**src/alu_pkg.sv**
```systemverilog
/*
 * Shared types and constants of the eight-bit arithmetic and logic unit.
 * Assumes it is compiled before every other file of the block.
 */
package alu_pkg;

    // ------------------------------------------------------------------
    // Widths and constants
    // ------------------------------------------------------------------
    localparam int BYTE_W = 8;
    localparam logic [7:0] ZERO_BYTE = 8'h00;
    localparam logic [7:0] ALL_ONES = 8'hff;
    localparam int MSB = 7;
    localparam int HALF_MSB = 3;

    // ------------------------------------------------------------------
    // Operation codes and sequencer phases
    // ------------------------------------------------------------------
    typedef enum logic [3:0] {
        ALU_SUM_REGS,
        ALU_SUM_REGS_WITH_CARRY,
        ALU_SUM_IMM_WORD,
        ALU_DIFF_REGS,
        ALU_DIFF_IMM,
        ALU_DIFF_REGS_BORROW,
        ALU_DIFF_IMM_BORROW,
        ALU_DIFF_IMM_WORD,
        ALU_BITWISE_CONJ_REGS,
        ALU_BITWISE_CONJ_IMM,
        ALU_BITWISE_DISJ_REGS,
        ALU_DISJ_IMM,
        ALU_EXCLUSIVE_DISJ_REGS,
        ALU_BIT_INVERT,
        ALU_SIGN_FLIP
    } alu_op_t;

    typedef enum logic {
        ALU_PH_FIRST,
        ALU_PH_WORD_HI
    } alu_phase_t;

    // ------------------------------------------------------------------
    // Carriers
    // ------------------------------------------------------------------
    typedef struct packed {
        logic s;
        logic v;
        logic n;
        logic z;
        logic c;
        logic h;
    } alu_flags_t;

    typedef struct packed {
        logic valid;
        alu_op_t op;
        logic [7:0] dest_lo;
        logic [7:0] dest_hi;
        logic [7:0] source_reg;
        logic [7:0] immediate_const;
    } alu_req_t;

    typedef struct packed {
        logic lo_en;
        logic hi_en;
        logic [7:0] lo;
        logic [7:0] hi;
    } alu_wb_t;

endpackage

```
**src/alu_addsub8.sv**
```systemverilog
/*
 * Eight-bit adder/subtractor with carry, half-carry and overflow outputs.
 * Assumes purely combinational use; subtraction reports borrow in cout.
 */
module alu_addsub8 (
    input wire logic [7:0] a,
    input wire logic [7:0] b,
    input wire logic cin,
    input wire logic sub,
    output logic [7:0] sum,
    output logic cout,
    output logic half,
    output logic ovf
);

    logic [7:0] b_eff;
    logic [8:0] full;
    logic [4:0] low;

    // ------------------------------------------------------------------
    // Sum and flag terms
    // ------------------------------------------------------------------
    // Subtraction is a + ~b + ~borrow; the carries are inverted to borrows.
    always_comb begin
        b_eff = sub ? ~b : b;
        full = {1'b0, a} + {1'b0, b_eff} + {8'h00, cin ^ sub};
        low = {1'b0, a[alu_pkg::HALF_MSB:0]}
            + {1'b0, b_eff[alu_pkg::HALF_MSB:0]}
            + {4'h0, cin ^ sub};
        sum = full[7:0];
        cout = full[8] ^ sub;
        half = low[4] ^ sub;
        ovf = (a[alu_pkg::MSB] == b_eff[alu_pkg::MSB])
            & (sum[alu_pkg::MSB] != a[alu_pkg::MSB]);
    end

endmodule

```
**src/alu_core.sv**
```systemverilog
/*
 * Eight-bit arithmetic and logic datapath with its own status flags.
 * Assumes the decoder presents one request at a time while busy is low,
 * and the register file writes back the bytes marked by wb.
 */
// Overview of operation
// - add registers, optional carry, one clock, ZCNVH
// - word add immediate, two clocks, ZCNVS
// - word subtract immediate, write both bytes, ZCNVS
// - subtract, borrow subtract, negate: one clock ZCNVH
// - subtract immediate from destination, ZCNVH, one clock
// - subtract immediate and carry, ZCNVH
// - AND with register or immediate: ZNV
// - OR, XOR update ZNV; complement updates ZCNV
module alu_core (
    input wire logic clk,
    input wire logic rst_n,
    input wire logic clk_en,
    input wire alu_pkg::alu_req_t req,
    output logic busy,
    output logic done,
    output alu_pkg::alu_wb_t wb,
    output alu_pkg::alu_flags_t flags
);

    typedef struct packed {
        alu_pkg::alu_phase_t phase;
        alu_pkg::alu_op_t op;
        logic [7:0] dest_hi;
        logic [7:0] res_lo;
        logic carry_lo;
        logic zero_lo;
        logic busy;
        logic done;
        alu_pkg::alu_wb_t wb;
        alu_pkg::alu_flags_t flags;
    } alu_state_t;

    alu_state_t state;
    alu_state_t next_state;

    logic [7:0] add_a;
    logic [7:0] add_b;
    logic add_cin;
    logic add_sub;
    logic [7:0] add_sum;
    logic add_cout;
    logic add_half;
    logic add_ovf;
    logic [7:0] logic_res;
    logic [7:0] byte_res;
    logic is_arith;
    logic is_logic;
    logic is_word;

    // ------------------------------------------------------------------
    // Operand selection
    // ------------------------------------------------------------------
    // One adder serves both the byte add and subtract operations and each word phase.
    always_comb begin
        add_a = req.dest_lo;
        add_b = req.source_reg;
        add_cin = 1'b0;
        add_sub = 1'b0;
        if (state.phase == alu_pkg::ALU_PH_WORD_HI) begin
            // High byte takes the low byte's carry or borrow.
            add_a = state.dest_hi;
            add_b = alu_pkg::ZERO_BYTE;
            add_cin = state.carry_lo;
            add_sub = (state.op == alu_pkg::ALU_DIFF_IMM_WORD);
        end else begin
            case (req.op)
                alu_pkg::ALU_SUM_REGS_WITH_CARRY: begin
                    add_cin = state.flags.c;
                end
                alu_pkg::ALU_SUM_IMM_WORD: begin
                    add_b = req.immediate_const;
                end
                alu_pkg::ALU_DIFF_REGS: begin
                    add_sub = 1'b1;
                end
                alu_pkg::ALU_DIFF_REGS_BORROW: begin
                    add_sub = 1'b1;
                    add_cin = state.flags.c;
                end
                alu_pkg::ALU_DIFF_IMM: begin
                    add_b = req.immediate_const;
                    add_sub = 1'b1;
                end
                alu_pkg::ALU_DIFF_IMM_BORROW: begin
                    add_b = req.immediate_const;
                    add_sub = 1'b1;
                    add_cin = state.flags.c;
                end
                alu_pkg::ALU_DIFF_IMM_WORD: begin
                    add_b = req.immediate_const;
                    add_sub = 1'b1;
                end
                alu_pkg::ALU_SIGN_FLIP: begin
                    // Negation is zero minus the destination.
                    add_a = alu_pkg::ZERO_BYTE;
                    add_b = req.dest_lo;
                    add_sub = 1'b1;
                end
                default: begin
                    add_cin = 1'b0;
                end
            endcase
        end
    end

    alu_addsub8 u_addsub (
        .a(add_a),
        .b(add_b),
        .cin(add_cin),
        .sub(add_sub),
        .sum(add_sum),
        .cout(add_cout),
        .half(add_half),
        .ovf(add_ovf)
    );

    // ------------------------------------------------------------------
    // Bitwise results
    // ------------------------------------------------------------------
    // Logic operations never touch the adder.
    always_comb begin
        is_logic = 1'b1;
        is_arith = 1'b0;
        is_word = 1'b0;
        case (req.op)
            alu_pkg::ALU_BITWISE_CONJ_REGS: begin
                logic_res = req.dest_lo & req.source_reg;
            end
            alu_pkg::ALU_BITWISE_CONJ_IMM: begin
                logic_res = req.dest_lo & req.immediate_const;
            end
            alu_pkg::ALU_BITWISE_DISJ_REGS: begin
                logic_res = req.dest_lo | req.source_reg;
            end
            alu_pkg::ALU_DISJ_IMM: begin
                logic_res = req.dest_lo | req.immediate_const;
            end
            alu_pkg::ALU_EXCLUSIVE_DISJ_REGS: begin
                logic_res = req.dest_lo ^ req.source_reg;
            end
            alu_pkg::ALU_BIT_INVERT: begin
                logic_res = alu_pkg::ALL_ONES - req.dest_lo;
            end
            alu_pkg::ALU_SUM_IMM_WORD, alu_pkg::ALU_DIFF_IMM_WORD: begin
                logic_res = alu_pkg::ZERO_BYTE;
                is_logic = 1'b0;
                is_word = 1'b1;
            end
            default: begin
                logic_res = alu_pkg::ZERO_BYTE;
                is_logic = 1'b0;
                is_arith = 1'b1;
            end
        endcase
        byte_res = is_logic ? logic_res : add_sum;
    end

    // ------------------------------------------------------------------
    // Sequencer and flag update
    // ------------------------------------------------------------------
    // Flags not named for an operation keep their value; the source
    // register is never a write-back target.
    always_comb begin
        next_state = state;
        next_state.done = 1'b0;
        next_state.wb.lo_en = 1'b0;
        next_state.wb.hi_en = 1'b0;
        case (state.phase)
            alu_pkg::ALU_PH_FIRST: begin
                if (req.valid) begin
                    next_state.op = req.op;
                    if (is_word) begin
                        // Low byte now, high byte next clock.
                        next_state.phase = alu_pkg::ALU_PH_WORD_HI;
                        next_state.dest_hi = req.dest_hi;
                        next_state.res_lo = add_sum;
                        next_state.carry_lo = add_cout;
                        next_state.zero_lo = (add_sum == alu_pkg::ZERO_BYTE);
                        next_state.busy = 1'b1;
                    end else begin
                        next_state.done = 1'b1;
                        next_state.wb.lo_en = 1'b1;
                        next_state.wb.lo = byte_res;
                        next_state.flags.z = (byte_res == alu_pkg::ZERO_BYTE);
                        next_state.flags.n = byte_res[alu_pkg::MSB];
                        if (is_arith) begin
                            // Add and subtract family.
                            next_state.flags.c = add_cout;
                            next_state.flags.h = add_half;
                            next_state.flags.v = add_ovf;
                        end else begin
                            next_state.flags.v = 1'b0;
                            if (req.op == alu_pkg::ALU_BIT_INVERT) begin
                                next_state.flags.c = 1'b1;
                            end
                        end
                    end
                end
            end
            alu_pkg::ALU_PH_WORD_HI: begin
                // Flags describe the whole sixteen-bit result.
                next_state.phase = alu_pkg::ALU_PH_FIRST;
                next_state.busy = 1'b0;
                next_state.done = 1'b1;
                next_state.wb.lo_en = 1'b1;
                next_state.wb.hi_en = 1'b1;
                next_state.wb.lo = state.res_lo;
                next_state.wb.hi = add_sum;
                next_state.flags.z = state.zero_lo
                    & (add_sum == alu_pkg::ZERO_BYTE);
                next_state.flags.n = add_sum[alu_pkg::MSB];
                next_state.flags.c = add_cout;
                next_state.flags.v = add_ovf;
                next_state.flags.s = add_sum[alu_pkg::MSB] ^ add_ovf;
            end
            default: begin
                next_state.phase = alu_pkg::ALU_PH_FIRST;
                next_state.busy = 1'b0;
            end
        endcase
    end

    // ------------------------------------------------------------------
    // State register
    // ------------------------------------------------------------------
    // Synchronous reset; clock enable low freezes everything.
    always_ff @(posedge clk) begin
        if (!rst_n) begin
            state <= '0;
        end else if (clk_en) begin
            state <= next_state;
        end
    end

    assign busy = state.busy;
    assign done = state.done;
    assign wb = state.wb;
    assign flags = state.flags;

endmodule

```
**config.mk**
```make
export PLATFORM = sky130hd
export DESIGN_NAME = alu_core
export DESIGN_NICKNAME = d
export VERILOG_FILES = /design/src/alu_pkg.sv /design/src/alu_addsub8.sv /design/src/alu_core.sv
export SDC_FILE = /design/constraint.sdc
export NUM_CORES = 1
export LEC_CHECK = 0
export BUFFER_PORTS_ARGS = -buffer_cell sky130_fd_sc_hd__buf_2
export CELL_PAD_IN_SITES_DETAIL_PLACEMENT = 1
export CELL_PAD_IN_SITES_GLOBAL_PLACEMENT = 1
export CORE_MARGIN = 8
export CORE_UTILIZATION = 40
export CTS_CLUSTER_DIAMETER = 30
export DETAILED_ROUTE_END_ITERATION = 8
export GPL_TIMING_DRIVEN = 1
export PLACE_DENSITY_LB_ADDON = 0.1
export SLEW_MARGIN = 5
export SYNTH_ARGS = -nofsm -noshare
export SYNTH_HDL_FRONTEND = slang
export SYNTH_SLANG_ARGS = --single-unit
```
**constraint.sdc**
```tcl
create_clock -name clk -period 4.5 [get_ports clk]
set_input_delay 0.225 -clock clk [delete_from_list [all_inputs] [get_ports clk]]
set_output_delay 0.225 -clock clk [all_outputs]
set_load 0.01 [all_outputs]
```
==> flow_metrics.tcl, run 1 <==
set metrics [dict create \
    status "completed" \
    avgSynthCellArea_um2 7.147 \
    rsz0062_at_grt "false" \
    grt_max_degree 45 \
    synth_area_mm2 0.003552 \
    drv_slew 0 \
    path_class "in -> reg" \
    max-slew-margin-rel_pct 46.19 \
    critPathRequiredTime_ns 4.74 \
    seq_area_frac_synth_pct 27.05 \
    critPathLaunch "req[34]" \
    drt_pass1_iterations 4 \
    hold_viol_final 0 \
    fp.dieH_um 110.2 \
    grt_pass1_vias 3876 \
    grt_overflow 0 \
    wl_um 12280 \
    dr.first_iter.drc_count 121 \
    diodes 0 \
    grtUsageTotal_pct 20.71 \
    clkSinkCount 48 \
    final_cell_mix "79 x nand2_1, 68 x a21oi_1, 65 x buf_2, 55 x nor2_1, 48 x dfxtp_1" \
    multi_input_area_mm2 0.002240 \
    syn_inst 497 \
    route.detailed.drc 0 \
    avgRoutedWirePerCell_um 19.31 \
    die_area_mm2 0.01215 \
    worstPathArrival_ns 4.13 \
    setup_viol 0 \
    rr_worst_depth 12 \
    gp_congestion 0.8874 \
    finClkSkew_ns 0.01133 \
    grt_antenna_before_repair 0 \
    drt-vias-per-instance 5.797 \
    path_max_fanout 6 \
    cts_buffers 5 \
    fp-row-count 34 \
    io_pins 66 \
    worstSetupEndpointType "flop" \
    synth_seq_cells 48 \
    grt_pass1_wl_um 20040 \
    hold_buffers 0 \
    fin_crit_sh_pct 86.44 \
    clock_latency_ns 0.31 \
    clock.fmax_mhz 257.1 \
    synth.net_count 546 \
    max_cap_viol_count 0 \
    tightest_slew_ns 0.8063 \
    ys_types 61 \
    synth-main-ff-cell "dfxtp_1" \
    fin_tns_setup_ns 0 \
    hold_class "in -> reg" \
    synth_warnings 0 \
    drtAntennaViolNets 0 \
    leakage_nw 1.639 \
    postCtsSetupBuffers 0 \
    post-place-ws_ns 0.3173 \
    coreArea_mm2 0.008678 \
    regToRegEndpoint "flags[2]" \
    initial_utilization_pct 40.93 \
    cts_buffer_depth 2 \
    synth-async-reset-ratio_pct 0 \
    period_needed_ns 3.890 \
    fillCellCount 1163 \
    ir_worst_vdd_v 0.0002040 \
    power_density_mw_per_mm2 318.4 \
    root_buffer "clkbuf_8" \
    finalNetCount 576 \
    syn2layout_area_growth_pct 10.07 \
    fp.dieW_um 110.2 \
    regToRegSetupSlack_ns 0.67 \
    r2r-start "state[48]" \
    hpwl_um 9471 \
    clk_pin_slew_worst_paths_ns 0.10 \
    synth_edf_count 0 \
    crit_path_end "flags[2]" \
    cts_resized 0 \
    fin_ws_ns 0.6104 \
    seq_area_um2 960.9 \
    port_buffers 65 \
    drive_gt1_share_pct 18.56 \
    start_kind "input port" \
    tritoncts "yes" \
    cts.htree.levels 2 \
    vias 3687 \
    mostFrequentLayoutCell "nand2_1" \
]
-- state kept, by name, summed over array words and instances, names as in the netlist --
| register | count |
|---|---|
| wb | 17 |
| busy | 1 |
| done | 1 |
| state | 23 |
| flags | 6 |
-- power by group --
group / switching [mW] / leakage, nW / internal (mW)
clock: 0.156 / 0.0614 / 0.182
combinational: 0.292 / 1.19 / 0.167
sequential: 0.00841 / 0.390 / 0.440
-- through the flow --
step	power, mW	cell area (um^2)	utilization, %	cells	hold slack (ns)
detailed placement	0.9106	3789	43.66	628	0.4473
CTS	1.250	3910	45.05	636	0.1528
floorplan	0.7692	3552	-	497	0.3584
global placement	0.8997	3789	43.66	628	0.4366
global route	1.317	3910	45.05	636	0.1426
finish	1.245	3910	45.05	636	0.1563
-- worst min path at each step --
stage / from / end / slack, ns / cells past startpoint
floorplan: rst_n / wb[13] / 0.36 / 1
CTS: req[21] / state[41] / 0.15 / 3
finish: req[16] / state[36] / 0.16 / 3
detailed placement: wb[8] / wb[8] / 0.45 / 2
global route: req[16] / state[36] / 0.14 / 3
global placement: wb[9] / wb[9] / 0.44 / 2
-- Yosys cell counts, drive strengths merged (4+ instances only) --
cell	instances	area share [%]
nand2	79	8.3
mux2i	16	4.5
xnor2	6	1.5
nor3	9	1.3
a21oi	69	9.8
nor2	56	6.0
o21a	5	1.1
and2	4	0.78
o22ai	4	0.88
buf	37	7.0
clkbuf	17	1.8
nand3	6	0.85
a211oi	8	1.7
inv	9	0.95
nand2b	10	1.8
dfxtp	48	27
o211ai	6	1.3
ha	7	2.5
o21ai	37	5.3
a22oi	10	2.1
-- per-layer routing --
layer / part of all wire (%) / vias up / track usage (%)
met5: 0 / - / 0
met4: 1.4 / 0 / 4.091
met3: 3.9 / 11 / 3.198
met2: 49 / 72 / 35.70
met1: 46 / 1819 / 26.76
li1: - / 1785 / -
-- final cells by class --
type	instances	area share [%]
timing repair buffer	77	10.62
sequential	48	24.58
clock inverter	2	0.9920
clock buffer	6	2.112
multi-input combinational	385	57.28
tap	108	3.456
inverter	10	0.9600
-- critical path: stages --
cell and delay [ns]:
buf_2 0.13, or2_1 0.28, nand2b_1 0.12, a21oi_2 0.07, nor2_1 0.15, nand2_1 0.07
a21oi_1 0.15, mux2_2 0.36, fa_1 0.43, fa_1 0.41, nand2b_1 0.18, a21oi_1 0.23
mux2i_1 0.28, a21oi_1 0.09, or3_1 0.34, or4b_1 0.50, o22ai_1 0.11
-- cell families (layout without fill, tap and decap cells) --
group           Yosys count  count (layout)  share of synthesized area [%]
compound gates          164             164                          28.60
fa+ha+maj                 9               9                          3.593
flops                    48              48                          27.05
xor+xnor                  9               9                          2.219
mux                      19              19                          5.459
buf+inv                  64              95                          9.898
simple gates            184             184                          23.18
Power figures use the tool's default switching activity.
==> run 2, diff against run 1 <==
--- a/config.mk
+++ b/config.mk
@@ -5,11 +5,12 @@
 export SDC_FILE = /design/constraint.sdc
 export NUM_CORES = 1
 export LEC_CHECK = 0
+export ABC_AREA = 1
 export BUFFER_PORTS_ARGS = -buffer_cell sky130_fd_sc_hd__buf_2
 export CELL_PAD_IN_SITES_DETAIL_PLACEMENT = 1
 export CELL_PAD_IN_SITES_GLOBAL_PLACEMENT = 1
 export CORE_MARGIN = 8
-export CORE_UTILIZATION = 40
+export CORE_UTILIZATION = 39
 export CTS_CLUSTER_DIAMETER = 30
 export DETAILED_ROUTE_END_ITERATION = 8
 export GPL_TIMING_DRIVEN = 1
==> run 2 against run 1 <==
Net effect: count of clock-buffer cells in the layout is 1 lower; sequential share of layout area is 0.63 points higher; final cell count is 10% higher; power is 2.0% lower; final area is 2.5% lower; critical path type is now reg -> reg.
==> flow_metrics.tcl, run 2 <==
set metrics [dict create \
    status "completed" \
    grt_pass1_wl_um 20100 \
    cts_buffers 5 \
    path_max_fanout 19 \
    pwr-share-comb_pct 35.8 \
    fin_tns_setup_ns 0 \
    clk_pin_slew_worst_paths_ns 0.11 \
    netSwitchingFraction_pct 38.77 \
    worstSetupEndpointType "flop" \
    synth_edf_count 0 \
    synth_warnings 0 \
    dr.first_iter.drc_count 183 \
    start_kind "flop" \
    mostFrequentLayoutCell "nand2_1" \
    synth_top_cell_area_share_pct 27.46 \
    largest-register "state" \
    grtUsageTotal_pct 19.58 \
    drt_pass1_iterations 4 \
    tritoncts "yes" \
    clock.fmax_mhz 272.2 \
    path_class "reg -> reg" \
    r2r-start "state[48]" \
    synth-main-ff-cell "dfxtp_1" \
    max_cap_viol_count 0 \
    min_path_cells 3 \
    post-place-ws_ns 0.7284 \
    multi_input_area_mm2 0.001961 \
    grt_overflow 0 \
    p_clk_share_pct 27.1 \
    cpPeakStageDelay_ns 0.74 \
    root_buffer "clkbuf_8" \
    p_int_uw 746.8 \
    cts.htree.levels 2 \
    diodes 0 \
    seq_area_um2 960.9 \
    max-slew-margin-rel_pct 42.65 \
    drtAntennaViolNets 0 \
    port_buffers 65 \
    hpwl_um 9743 \
    holdPathEnd "state[42]" \
    seqPwrFrac_pct 37.1 \
    grt_pass1_vias 3880 \
    cp_slowest_cell "dfxtp_1" \
    initial_utilization_pct 40.13 \
    rsz0062_at_grt "false" \
    p_switching_uw 472.9 \
    worstPathArrival_ns 3.92 \
    syn2layout_area_growth_pct 8.938 \
    finalNetCount 641 \
    avgRoutedWirePerCell_um 17.39 \
    tightest_slew_ns 0.8571 \
    hold_viol_final 0 \
    io_pins 66 \
    fin_crit_sh_pct 81.64 \
    syn_inst 562 \
    ir_worst_vdd_v 0.0001674 \
    setup_viol 0 \
    gp_congestion 0.8783 \
    cts_resized 0 \
    seq_area_frac_synth_pct 27.46 \
    rr_worst_depth 15 \
    grt_antenna_before_repair 0 \
    power_density_mw_per_mm2 319.9 \
    largest_register_ffs 23 \
    fillCellCount 1212 \
    critPathRequiredTime_ns 4.74 \
    fp.dieW_um 110.7 \
    postCtsSetupBuffers 0 \
    grt_max_degree 47 \
    drive_gt1_share_pct 15.35 \
    critical_path.cell_chain "o21ai_0 -> nand2_1 -> inv_1 -> xor2_1 -> fa_1 -> fa_1 -> xor2_1 -> nand3_1 -> nor2_1 -> nand2_1 -> nor2_1 -> nand3_1 -> nand2_1 -> inv_1 -> a21oi_1" \
    regToRegEndpoint "flags[2]" \
    hold_class "in -> reg" \
    fp-row-count 34 \
    synth-async-reset-ratio_pct 0 \
    synth.net_count 611 \
    cts_buffer_depth 2 \
    drv_slew 0 \
    clock_latency_ns 0.31 \
    synthTopCellsByCount "133 x nand2_1, 71 x inv_1, 58 x o21ai_0" \
    synth_seq_cells 48 \
    clkSinkCount 48 \
    synth_area_mm2 0.003500 \
    die_area_mm2 0.01226 \
    avgSynthCellArea_um2 6.227 \
    coreArea_mm2 0.008721 \
    synthTopCellsByArea "dfxtp_1 27%, nand2_1 14%, o21ai_0 8.3%, inv_1 7.6%, nand3_1 7.3%" \
    leakage_nw 2.009 \
    fin_ws_ns 0.8262 \
    vias 3746 \
    yosysTopAreaCell "dfxtp_1" \
    regToRegSetupSlack_ns 0.83 \
    hold_start "req[22]" \
    drt-vias-per-instance 5.344 \
    cp_common_cell "nand2_1" \
    finClkSkew_ns 0.01238 \
    ys_types 34 \
    period_needed_ns 3.674 \
    final_cell_mix "133 x nand2_1, 71 x inv_1, 65 x buf_2, 58 x o21ai_0, 51 x nand3_1" \
    wl_um 12190 \
    route.detailed.drc 0 \
    hold_ws_ns 0.1440 \
    hold_buffers 0 \
    yosys.cell_count.top_type "nand2_1" \
    fp.dieH_um 110.7 \
]
## run 2: critical path, delay by kind of cell, from the launching register on
family	cells	cell delay, ns
flops	1	0.74
simple gates	7	0.98
xor+xnor	2	0.51
compound gates	2	0.34
fa+ha+maj	2	0.87
buf+inv	2	0.17
## run 2: layout make-up
cell class / instances / area share [%]
multi-input combinational: 393 / 51.43
tap: 108 / 3.544
clock buffer: 5 / 1.805
clock inverter: 3 / 1.214
inverter: 74 / 7.286
sequential: 48 / 25.21
timing repair buffer: 70 / 9.518
## run 2: kinds of logic after synthesis
kind of cell / synth area share [%]
flops: 27.46
xor+xnor: 1.752
simple gates: 29.39
buf+inv: 16.52
compound gates: 21.24
fa+ha+maj: 3.647
## run 2: worst max-delay path by stage
stage | from | to | slack (ns) | cells past startpoint
3_3_place_gp | req[33] | flags[2] | 0.97 | 19
2_1_floorplan | req[33] | flags[2] | 1.35 | 23
4_1_cts | state[48] | flags[2] | 0.85 | 15
6_report | state[48] | flags[2] | 0.83 | 15
3_5_place_dp | req[33] | flags[2] | 0.73 | 19
5_1_grt | state[48] | flags[2] | 0.47 | 15
## run 2: per-stage QoR
stage / cells / util [%] / power (mW) / instance area, um^2
4_1_cts: 701 / 43.72 / 1.229 / 3812
3_3_place_gp: 693 / 42.40 / 0.8841 / 3697
2_1_floorplan: 562 / - / 0.7611 / 3500
6_report: 701 / 43.72 / 1.220 / 3812
3_5_place_dp: 693 / 42.40 / 0.8932 / 3697
5_1_grt: 701 / 43.72 / 1.297 / 3812
## run 2: layer usage
metal	track usage [%]	up-vias	part of all wire, %
li1	-	1870	-
met1	25.84	1781	49
met2	32.39	83	46
met3	3.409	12	4.1
met4	4.144	0	1.5
met5	0	-	0
## run 2: power by group through the flow
stage | Combinational (mW) | Clock (mW) | Sequential [mW]
after global routing | 0.490 | 0.352 | 0.454
after floorplan | 0.303 | 0 | 0.458
after global placement | 0.423 | 0 | 0.461
after CTS | 0.436 | 0.341 | 0.452
final | 0.437 | 0.330 | 0.452
after detailed placement | 0.432 | 0 | 0.461
